===== config.mk =====
export PLATFORM = sky130hd
export DESIGN_NAME = rcr_reset_cause_recorder
export DESIGN_NICKNAME = d
export VERILOG_FILES = /design/src/rcr_reset_cause_recorder.v
export VERILOG_INCLUDE_DIRS = /design/src
export SDC_FILE = /design/constraint.sdc
export NUM_CORES = 1
export LEC_CHECK = 0
export ABC_AREA = 1
export BUFFER_PORTS_ARGS = -buffer_cell sky130_fd_sc_hd__buf_2
export CAP_MARGIN = 10
export CORE_MARGIN = 3
export CORE_UTILIZATION = 48
export DETAILED_ROUTE_END_ITERATION = 10
export MAX_ROUTING_LAYER = met4
export PLACE_DENSITY_LB_ADDON = 0.15
export SETUP_SLACK_MARGIN = 0.15
export SYNTH_ARGS = -nofsm -noshare
export SYNTH_HDL_FRONTEND = slang
export SYNTH_SLANG_ARGS = --single-unit

===== constraint.sdc =====
create_clock -name i_mclk -period 1.5 [get_ports i_mclk]
set_clock_uncertainty 0.05 [all_clocks]
set_input_delay 0.075 -clock i_mclk [delete_from_list [all_inputs] [get_ports i_mclk]]
set_output_delay 0.075 -clock i_mclk [all_outputs]
set_load 0.02 [all_outputs]

===== src/rcr_consts.vh =====
// Constants for the reset cause recorder: register offsets, bit positions, reset values.
// Assumes inclusion by bare name from the design file.
`ifndef RCR_CONSTS_VH
`define RCR_CONSTS_VH
`define RCR_OFF_CAUSE 8'h00
`define RCR_OFF_STATUS 8'h04
`define RCR_OFF_PC 8'h08
`define RCR_OFF_CTRL 8'h0c
`define RCR_OFF_IRQ_STAT 8'h10
`define RCR_OFF_IRQ_EN 8'h14
`define RCR_OFF_IRQ_CLR 8'h18
`define RCR_B_STKOV 7
`define RCR_B_STKUN 6
`define RCR_B_WINV 5
`define RCR_B_WDRST 4
`define RCR_B_PIN 3
`define RCR_B_INSTR 2
`define RCR_B_POWER 1
`define RCR_B_BROWN 0
`define RCR_B_EXPIRY 4
`define RCR_B_SLEEP 3
`define RCR_STATUS_MASK 8'h1f
`define RCR_RESET_VEC 16'h0000
`define RCR_IRQ_VEC 16'h0004
`define RCR_CAUSE_POR 8'h1c
`define RCR_NEV 9
`endif


===== src/rcr_reset_cause_recorder.v =====
// Reset cause recorder: cause flags, core status flags and restart address per event.
// Assumes event inputs are one-cycle pulses from logic on i_mclk; software over AXI4-Lite.
//
// Function
// Every reset updates cause flags; pin (running), instr and stack resets leave status
// Cause bits: ovf,unf,window,wdt,pin,instr,power,brown
// Status: expiry bit4, sleep bit3, bits 7:5 zero
// Power-on: PC zero, set expiry/sleep, fixed causes; code keeps the old brown flag
// Expiry and sleep read one after power-on
// Brown-out: PC zero, clear brown, keep power
// Watchdog reset: clear watchdog flag and expiry
// Watchdog in sleep: no reset, PC+1
// Window violation: clear window, watchdog, expiry
// Interrupt wake: expiry set, sleep clear, PC+1
// Wake with irq enabled: next, then vector
// Pin reset running: clear pin flag only
// Pin reset asleep: clear pin, expiry one, sleep zero
// Reset instruction: clear instruction flag only
// Enabled stack overflow: set overflow flag
// Enabled stack underflow: set underflow flag
// Firmware writes flags; held until next event
`timescale 1ns/10ps
`default_nettype none
`include "rcr_consts.vh"
module rcr_reset_cause_recorder #(
	parameter PC_W = 16
) (
	input wire i_mclk,
	input wire i_rst,
	input wire i_power_on,
	input wire i_brownout,
	input wire i_external_reset_pin,
	input wire i_wdt_timeout,
	input wire i_wdt_window,
	input wire i_reset_instr,
	input wire i_stack_overflow,
	input wire i_stack_underflow,
	input wire i_irq_wake,
	input wire i_sleep_enter,
	input wire [PC_W-1:0] i_pc,
	input wire [31:0] s_axi_awaddr,
	input wire s_axi_awvalid,
	output wire s_axi_awready,
	input wire [31:0] s_axi_wdata,
	input wire [3:0] s_axi_wstrb,
	input wire s_axi_wvalid,
	output wire s_axi_wready,
	output wire [1:0] s_axi_bresp,
	output wire s_axi_bvalid,
	input wire s_axi_bready,
	input wire [31:0] s_axi_araddr,
	input wire s_axi_arvalid,
	output wire s_axi_arready,
	output wire [31:0] s_axi_rdata,
	output wire [1:0] s_axi_rresp,
	output wire s_axi_rvalid,
	input wire s_axi_rready,
	output wire [PC_W-1:0] o_resume_pc,
	output wire o_resume_valid,
	output wire o_core_reset,
	output wire o_irq_vector_pending,
	output wire o_irq
);

	// ************************************************************
	// Register state
	// ************************************************************
	reg [7:0] cause_q;
	reg [7:0] cause_d;
	reg [1:0] stat_q;
	reg [1:0] stat_d;
	reg [PC_W-1:0] pc_q;
	reg [PC_W-1:0] pc_d;
	reg rv_q;
	reg rv_d;
	reg crst_q;
	reg crst_d;
	reg vec_q;
	reg vec_d;
	reg stk_en_q;
	reg irq_glb_q;
	reg asleep_q;
	reg [`RCR_NEV-1:0] ist_q;
	reg [`RCR_NEV-1:0] ien_q;
	reg aw_q;
	reg w_q;
	reg [7:0] awa_q;
	reg [31:0] wd_q;
	reg [3:0] ws_q;
	reg bv_q;
	reg rv_bus_q;
	reg [31:0] rd_q;
	reg [1:0] rr_q;
	reg [1:0] br_q;

	wire [`RCR_NEV-1:0] ev;
	wire wr_go;
	wire [7:0] stat_rd;

	assign ev = {i_sleep_enter, i_irq_wake, i_stack_underflow & stk_en_q,
		i_stack_overflow & stk_en_q, i_reset_instr, i_wdt_window, i_wdt_timeout,
		i_external_reset_pin, i_brownout | i_power_on};
	assign stat_rd = {3'h0, stat_q[1], stat_q[0], 3'h0};
	assign wr_go = aw_q & w_q & ~bv_q;

	// ************************************************************
	// Event handling
	// ************************************************************
	// Earlier branches of the else-if chain win when events coincide; power-on dominates all.
	always @*
	begin
		cause_d = cause_q;
		stat_d = stat_q;
		pc_d = pc_q;
		rv_d = 1'b0;
		crst_d = 1'b0;
		vec_d = 1'b0;
		if (wr_go && awa_q == `RCR_OFF_CAUSE && ws_q[0])
			cause_d = wd_q[7:0];
		if (wr_go && awa_q == `RCR_OFF_STATUS && ws_q[0])
			stat_d = {wd_q[`RCR_B_EXPIRY], wd_q[`RCR_B_SLEEP]};
		if (i_sleep_enter)
			stat_d = 2'b10;
		if (vec_q)
		begin
			pc_d = `RCR_IRQ_VEC;
			rv_d = 1'b1;
		end
		if (i_power_on)
		begin
			cause_d = `RCR_CAUSE_POR | (cause_q & 8'h01);
			stat_d = 2'b11;
			pc_d = `RCR_RESET_VEC;
			rv_d = 1'b1;
			crst_d = 1'b1;
		end
		else if (i_brownout)
		begin
			cause_d = {2'b00, cause_q[5], 3'b111, cause_q[1], 1'b0};
			cause_d[`RCR_B_WDRST] = 1'b1;
			stat_d = 2'b11;
			pc_d = `RCR_RESET_VEC;
			rv_d = 1'b1;
			crst_d = 1'b1;
		end
		else if (i_wdt_window)
		begin
			cause_d[`RCR_B_WINV] = 1'b0;
			cause_d[`RCR_B_WDRST] = 1'b0;
			stat_d[1] = 1'b0;
			pc_d = `RCR_RESET_VEC;
			rv_d = 1'b1;
			crst_d = 1'b1;
		end
		else if (i_wdt_timeout && asleep_q)
		begin
			stat_d = 2'b00;
			pc_d = i_pc + 1'b1;
			rv_d = 1'b1;
		end
		else if (i_wdt_timeout)
		begin
			cause_d[`RCR_B_WDRST] = 1'b0;
			stat_d[1] = 1'b0;
			pc_d = `RCR_RESET_VEC;
			rv_d = 1'b1;
			crst_d = 1'b1;
		end
		else if (i_external_reset_pin)
		begin
			cause_d[`RCR_B_PIN] = 1'b0;
			if (asleep_q)
				stat_d = 2'b10;
			pc_d = `RCR_RESET_VEC;
			rv_d = 1'b1;
			crst_d = 1'b1;
		end
		else if (i_reset_instr)
		begin
			cause_d[`RCR_B_INSTR] = 1'b0;
			pc_d = `RCR_RESET_VEC;
			rv_d = 1'b1;
			crst_d = 1'b1;
		end
		else if (i_stack_overflow && stk_en_q)
		begin
			cause_d[`RCR_B_STKOV] = 1'b1;
			pc_d = `RCR_RESET_VEC;
			rv_d = 1'b1;
			crst_d = 1'b1;
		end
		else if (i_stack_underflow && stk_en_q)
		begin
			cause_d[`RCR_B_STKUN] = 1'b1;
			pc_d = `RCR_RESET_VEC;
			rv_d = 1'b1;
			crst_d = 1'b1;
		end
		else if (i_irq_wake && asleep_q)
		begin
			stat_d = 2'b10;
			pc_d = i_pc + 1'b1;
			rv_d = 1'b1;
			vec_d = irq_glb_q;
		end
	end


	always @(posedge i_mclk)
	begin
		if (i_rst)
		begin
			cause_q <= `RCR_CAUSE_POR;
			stat_q <= 2'b11;
			pc_q <= `RCR_RESET_VEC;
			rv_q <= 1'b0;
			crst_q <= 1'b0;
			vec_q <= 1'b0;
			asleep_q <= 1'b0;
		end
		else
		begin
			cause_q <= cause_d;
			stat_q <= stat_d;
			pc_q <= pc_d;
			rv_q <= rv_d;
			crst_q <= crst_d;
			vec_q <= vec_d;
			// Sleep ends on any wake or reset; a same-cycle wake or reset wins over entry
			if (rv_d)
				asleep_q <= 1'b0;
			else if (i_sleep_enter)
				asleep_q <= 1'b1;
		end
	end

	assign o_resume_pc = pc_q;
	assign o_resume_valid = rv_q;
	assign o_core_reset = crst_q;
	assign o_irq_vector_pending = vec_q;

	// ************************************************************
	// Interrupt status, enable, clear
	// ************************************************************
	genvar g;
	generate
		for (g = 0; g < `RCR_NEV; g = g + 1)
		begin : g_ist
			always @(posedge i_mclk)
			begin
				if (i_rst)
					ist_q[g] <= 1'b0;
				else if (ev[g])
					ist_q[g] <= 1'b1;
				else if (wr_go && awa_q == `RCR_OFF_IRQ_CLR && wd_q[g])
					ist_q[g] <= 1'b0;
			end
		end
	endgenerate
	assign o_irq = |(ist_q & ien_q);

	// ************************************************************
	// AXI4-Lite slave
	// ************************************************************
	// Address and data latched independently; response once both held.
	assign s_axi_awready = ~aw_q;
	assign s_axi_wready = ~w_q;
	assign s_axi_bvalid = bv_q;
	assign s_axi_bresp = br_q;
	assign s_axi_arready = ~rv_bus_q;
	assign s_axi_rvalid = rv_bus_q;
	assign s_axi_rdata = rd_q;
	assign s_axi_rresp = rr_q;

	always @(posedge i_mclk)
	begin
		if (i_rst)
		begin
			aw_q <= 1'b0;
			w_q <= 1'b0;
			awa_q <= 8'h00;
			wd_q <= 32'h0;
			ws_q <= 4'h0;
			bv_q <= 1'b0;
			br_q <= 2'b00;
			stk_en_q <= 1'b1;
			irq_glb_q <= 1'b0;
			ien_q <= {`RCR_NEV{1'b0}};
			rv_bus_q <= 1'b0;
			rd_q <= 32'h0;
			rr_q <= 2'b00;
		end
		else
		begin
			if (s_axi_awvalid && !aw_q)
			begin
				aw_q <= 1'b1;
				awa_q <= s_axi_awaddr[7:0];
			end
			if (s_axi_wvalid && !w_q)
			begin
				w_q <= 1'b1;
				wd_q <= s_axi_wdata;
				ws_q <= s_axi_wstrb;
			end
			if (wr_go)
			begin
				bv_q <= 1'b1;
				br_q <= 2'b00;
				case (awa_q)
					`RCR_OFF_CAUSE, `RCR_OFF_STATUS, `RCR_OFF_IRQ_CLR:
						br_q <= 2'b00;
					`RCR_OFF_CTRL:
						if (ws_q[0])
						begin
							stk_en_q <= wd_q[0];
							irq_glb_q <= wd_q[1];
						end
					`RCR_OFF_IRQ_EN:
						if (ws_q[1] && ws_q[0])
							ien_q <= wd_q[`RCR_NEV-1:0];
					default:
						br_q <= 2'b10;
				endcase
			end
			if (bv_q && s_axi_bready)
			begin
				bv_q <= 1'b0;
				aw_q <= 1'b0;
				w_q <= 1'b0;
			end
			if (s_axi_arvalid && !rv_bus_q)
			begin
				rv_bus_q <= 1'b1;
				rr_q <= 2'b00;
				case (s_axi_araddr[7:0])
					`RCR_OFF_CAUSE: rd_q <= {24'h0, cause_q};
					`RCR_OFF_STATUS: rd_q <= {24'h0, stat_rd & `RCR_STATUS_MASK};
					`RCR_OFF_PC: rd_q <= {{(32-PC_W){1'b0}}, pc_q};
					`RCR_OFF_CTRL: rd_q <= {30'h0, irq_glb_q, stk_en_q};
					`RCR_OFF_IRQ_STAT: rd_q <= {{(32-`RCR_NEV){1'b0}}, ist_q};
					`RCR_OFF_IRQ_EN: rd_q <= {{(32-`RCR_NEV){1'b0}}, ien_q};
					`RCR_OFF_IRQ_CLR: rd_q <= 32'h0;
					default:
					begin
						rd_q <= 32'h0;
						rr_q <= 2'b10;
					end
				endcase
			end
			else if (rv_bus_q && s_axi_rready)
				rv_bus_q <= 1'b0;
		end
	end

endmodule
`default_nettype wire


* Word-level counts from Yosys, hierarchy flattened
Cells that the tools add are included.
** Word-level totals
- Logic and storage cells :: 195
- Input bits :: 133
- Output and inout port bits :: 61
- Flip-flop bits (word level) :: 109
** Operators by class
- Equal/unequal tests :: 10
- Add/subtract/negate cells :: 1
- Bitwise logic cells :: 13
- Reductions and logical operators :: 56
- Multiplexer cells :: 83
** Operators with widths (number)
- two-way mux 16 bit :: 8
- one-hot mux 16 bit (6 select lines) :: 1
- two-way mux 1 bit :: 54
- equality test 8 x 5 -> 1 bit, second input constant :: 5
- two-way mux 2 bit :: 18
- equality test 8 x 4 -> 1 bit, second input constant :: 3
- logical AND 1 bit :: 24
- nonzero test 2 bit :: 12
- adder 16 x 1 -> 16 bit, second input constant :: 1
- equality test 8 x 3 -> 1 bit, second input constant :: 2
- zero test 8 bit :: 2
- OR reduction 11 bit :: 1
- bitwise AND 9 bit :: 1
- OR reduction 9 bit :: 1
- two-way mux 8 bit :: 1
- nonzero test 8 bit :: 1
- inverter 1 bit :: 7
- OR reduction 7 bit :: 1
- AND reduction 2 bit :: 3
- AND reduction 3 bit :: 2
- OR reduction 2 bit :: 3
- OR reduction 5 bit :: 1
- bitwise AND 1 bit :: 4
- OR reduction 4 bit :: 1
- 4 further kinds :: 6

* Longest topological paths before layout
- Depth in word-level cells :: 14
- Depth in mapped cells :: 10
- Gate-level depth less buffers :: 9

* Worst setup path after synthesis
Ideal clock, no wire load.
- Kind :: reg-to-reg
- Start point :: register rv_bus_q, in the netlist s_axi_rvalid
- End point :: register rd_q[15], in the netlist s_axi_rdata[15]
- Slack :: 0.033 ns
- Buffers on the path :: 1
- Arrival time :: 1.298 ns
- Period minus slack after synthesis :: 1.467 ns
- Cell stages (with the launch flop) :: 7
- Cell sequence :: dfxtp_1 > inv_1 > nand2_2 > clkinv_1 > buf_2 > o21ai_0 > a21oi_1
** Between the ends
- Cells in the longest elaborated chain, start to end :: 2
** Ends and longest elaborated chain
- start, declared :: line rcr_reset_cause_recorder.v:91 : reg rv_bus_q;
- start signal, assigned :: line rcr_reset_cause_recorder.v:289 : rv_bus_q <= 1'b0;
- start signal, assigned :: line rcr_reset_cause_recorder.v:334 : rv_bus_q <= 1'b1;
- start signal, assigned :: line rcr_reset_cause_recorder.v:352 : rv_bus_q <= 1'b0;
- zero test 1 bit :: line rcr_reset_cause_recorder.v:332 : if (s_axi_arvalid && !rv_bus_q)
- logical AND 1 bit :: line rcr_reset_cause_recorder.v:332
- end signal, assigned :: line rcr_reset_cause_recorder.v:337 : `RCR_OFF_CAUSE: rd_q <= {24'h0, cause_q};
- end signal, assigned :: line rcr_reset_cause_recorder.v:338 : `RCR_OFF_STATUS: rd_q <= {24'h0, stat_rd & `RCR_STATUS_MASK};
- end signal, assigned :: line rcr_reset_cause_recorder.v:339 : `RCR_OFF_PC: rd_q <= {{(32-PC_W){1'b0}}, pc_q};
- end, declared :: line rcr_reset_cause_recorder.v:92 : reg [31:0] rd_q;
No other way between the ends.
A chain may end at the register's enable or synchronous reset.

* Final worst setup path
- Start point :: register ien_q[4]
- End point :: output o_irq
** Between the ends
- Cells in the longest elaborated chain, start to end :: 2
** Ends and longest elaborated chain
- start, declared :: line rcr_reset_cause_recorder.v:84 : reg [`RCR_NEV-1:0] ien_q;
- start signal, assigned :: line rcr_reset_cause_recorder.v:288 : ien_q <= {`RCR_NEV{1'b0}};
- start signal, assigned :: line rcr_reset_cause_recorder.v:321 : ien_q <= wd_q[`RCR_NEV-1:0];
- bitwise AND 9 bit :: line rcr_reset_cause_recorder.v:260 : assign o_irq = |(ist_q & ien_q);
- OR reduction 9 bit :: line rcr_reset_cause_recorder.v:260
- end, declared :: line rcr_reset_cause_recorder.v:62 : output wire o_irq
No other way between the ends.

==> summary.md <==
| Metric | Value |
|---|---|
| Adder-cell share of the synthesized area | 0.00281 |
| Post-synth EDFFs | 0 |
| Final core occ | 0.699 |
| Ys flop type | dfxtp_1 |
| Final wirelength | 13900 um |
| Worst skew pair latency | 0.36 ns |
| RSZ-0062 raised after global routing | yes |
| Maximum VDD drop | 0.000410 V |
| Hold Path Class | in -> reg |
| Status | completed |
| Routed Antenna Nets | 0 |
| Initial antenna violation count | 0 |
| Worst setup EP type | output port |
| Largest net degree at the start of global routing | 41 |
| Final WS setup | 0.00596 ns |
| CTS buffer count | 9 |
| Final worst path period share | 0.996 |
| Total design power | 5.04 mW |
| Max Freq | 0.669 GHz |
| Critical Path Start Type | register |
| Setup TNS | 0 ns |
| Leading area contributor after synthesis | dfxtp_1 |
| Crit path max-delay cell type | dfxtp_2 |
| Main combinational cell family by area after synthesis | simple AND/OR/NAND/NOR gates |
| Vias after detailed routing | 4856 |
| Reg2Reg Depth | 6 |
| MaxCap Viol Count | 0 |
| CP Data Required Time | 1.37 ns |
| Leakage | 2.77 nW |
| Yosys warns | 0 |
| Number of vias per cell | 5.24 |
| Sequential cell area fraction in the yosys report | 0.409 |
| GRT Overall Usage | 0.265 |
| Dpl ws | -0.00560 ns |
| Full die area | 10500 um^2 |
| I/O pin count | 194 |
| Post-Synth Simple-Gate Area | 0.297 |
| Flops & latches, synth | 91 |
| ANT cells | 0 |
| Mapped Avg Cell Area | 6.87 um^2 |
| XOR/XNOR share of the synthesized area | 0.00197 |
| Core ar. | 8850 um^2 |
| Netlist cell types | 37 |
| Rows | 34 |
| First-pass GRT wire length | 21000 um |
| Detail Placement HPWL | 9690 um |
| Share of layout cells above drive strength 1 | 0.334 |
| Final setup viols | 0 |
| Layout Nets | 947 |
| Final Max Slew Viols | 0 |
| Setup Crit Path Kind | reg -> out |
| Post-synth top area share | 0.409 |
| Fillers | 731 |
| Drc violations | 0 |
| Final min period | 1.49 ns |
| Commonest cells post-synth | 141 x nand2_1, 91 x dfxtp_1, 72 x a21oi_1, 70 x inv_1 |
| Clock Path Buffers | 2 |
| Die width | 102 um |
| Clock-pin slew on the worst setup and hold paths | 0.09 ns |
| Arrival @ worst endpoint | 1.37 ns |
| Ys async rst share | 0 |
| Vias in the first global route | 4410 |
| Most common cell in the netlist | nand2_1 |
| Slowest stage delay, CP | 0.33 ns |
| PortBufs | 102 |
| WL/cell | 15.0 um |
| 1st-iter DRT viols | 334 |
| Htree depth | 3 |
| Synthesized area | 4450 um^2 |
| Chip height | 102 um |
| Grt total ovfl | 0 |
| Cells after Synth | 648 |
| Pwr Density | 814 nW/um^2 |
| CTS tree | done |
| Root Driver | clkbuf_8 |
| Starting Density | 0.503 |
| Post-synthesis compound-gate area fraction | 0.170 |
| WHS Path Cells | 3 |
| Area growth syn-to-layout | 38.9% |
| GP Congestion | 0.917 |
| Final hold vios | 0 |
| Top cells by area, synth | dfxtp_1 41%, nand2_1 12%, a21oi_1 8.1%, nand3_1 6.5%, inv_1 5.9% |
| Mux share of post-synthesis cell area | 0 |
| Hold Slack | 0.0165 ns |
| Pre-antenna DRT Iters | 5 |
| Crit-path cells | a22o_1 -> a221oi_2 -> nand3_1 -> buf_6 |
| Worst-path maximum fanout | 2 |
| Total clock sinks | 91 |
-- cell families after synthesis --
family                   after synthesis
flip-flops                            91
other                                  1
AND/OR/NAND/NOR                      300
buffers and inverters                113
XOR/XNOR                               1
AO/OA/AOI/OAI                        141
adder cells (fa/ha/maj)                1
-- routing by layer --
metal  wire [um]  global-route usage  share of wire
met4         283              0.0797          0.020
met3         967              0.0505          0.070
met1        5850               0.337           0.42
met5           0                   -              0
met2        6760               0.427           0.49
-- path summary, 6_finish.rpt --
check,start,end,slack (ns)
worst max-delay path,ien_q[4],o_irq,0.006
worst min-delay path,i_external_reset_pin,ist_q[1],0.02
worst max register to register,awa_q[0],ien_q[1],0.06
worst min register to register,awa_q[4],awa_q[4],0.41
-- layout by cell type, fill, tap and decap left out, drive strengths merged --
cell type	n
nand2	148
buf	137
dfxtp	91
inv	74
a21oi	72
nor2	72
nand3	61
o21ai	52
dlygate4sd3	34
conb	18
clkbuf	12
nand4	11
nor3	7
o21bai	5
clkinvlp	4
clkinv	4
o211ai	3
a221oi	2
or2	2
xnor2	1
a211oi	1
o21a	1
o221ai	1
a22oi	1
a22o	1
o22ai	1
o31ai	1
ha	1
-- critical path: cells and delay by family (launching register included) --
family	cells	cell delay [ns]
compound gates	2	0.40
flops	1	0.33
simple gates	1	0.13
buf+inv	1	0.16
-- power breakdown --
group | switching [mW] | total (mW) | internal, mW
logic | 0.482 | 0.799 | 0.317
registers | 0.0888 | 2.60 | 2.51
clock network | 0.893 | 1.64 | 0.748
total | 1.46 | 5.04 | 3.57
-- layout make-up --
class                   instances  area, um^2  area share
well taps                     108         135      0.0218
clock buffers                  12         165      0.0267
multi-input cells             462        2520       0.407
repair inverters                2        16.3     0.00263
repair buffers                171        1170       0.190
clock inverters                 4        32.5     0.00526
inverters                      76         302      0.0487
flip-flops and latches         91        1840       0.298
-- state kept, by name, indices dropped and copies added (netlist names) --
signal / cells
asleep_q: 1
aw_q: 1
awa_q: 8
cause_q: 8
ien_q: 9
irq_glb_q: 1
ist_q: 9
o_core_reset: 1
o_irq_vector_pending: 1
o_resume_pc: 16
o_resume_valid: 1
s_axi_bresp: 1
s_axi_bvalid: 1
s_axi_rdata: 16
s_axi_rresp: 1
s_axi_rvalid: 1
stat_q: 2
stk_en_q: 1
w_q: 1
wd_q: 9
ws_q: 2
-- what timing repair did --
| item | 4_1_cts | 5_1_grt |
|---|---|---|
| pin swaps | 7 | 42 |
| setup buffers | 4 | 7 |
| endpoints found under the hold margin | 31 | 0 |
| gates cloned | 2 | 2 |
| resized for setup | 28 | 114 |
| setup endpoints to repair | 48 | 55 |
| hold buffers | 34 | 0 |
-- stage by stage --
| stage | instance area, um^2 | instances |
|---|---|---|
| global route | 6190 | 926 |
| CTS | 5770 | 917 |
| detailed placement | 5110 | 861 |
| floorplan | 4520 | 665 |
| global placement | 5110 | 861 |
| finish | 6190 | 926 |
Note: power is estimated with default switching activity, not from simulation.
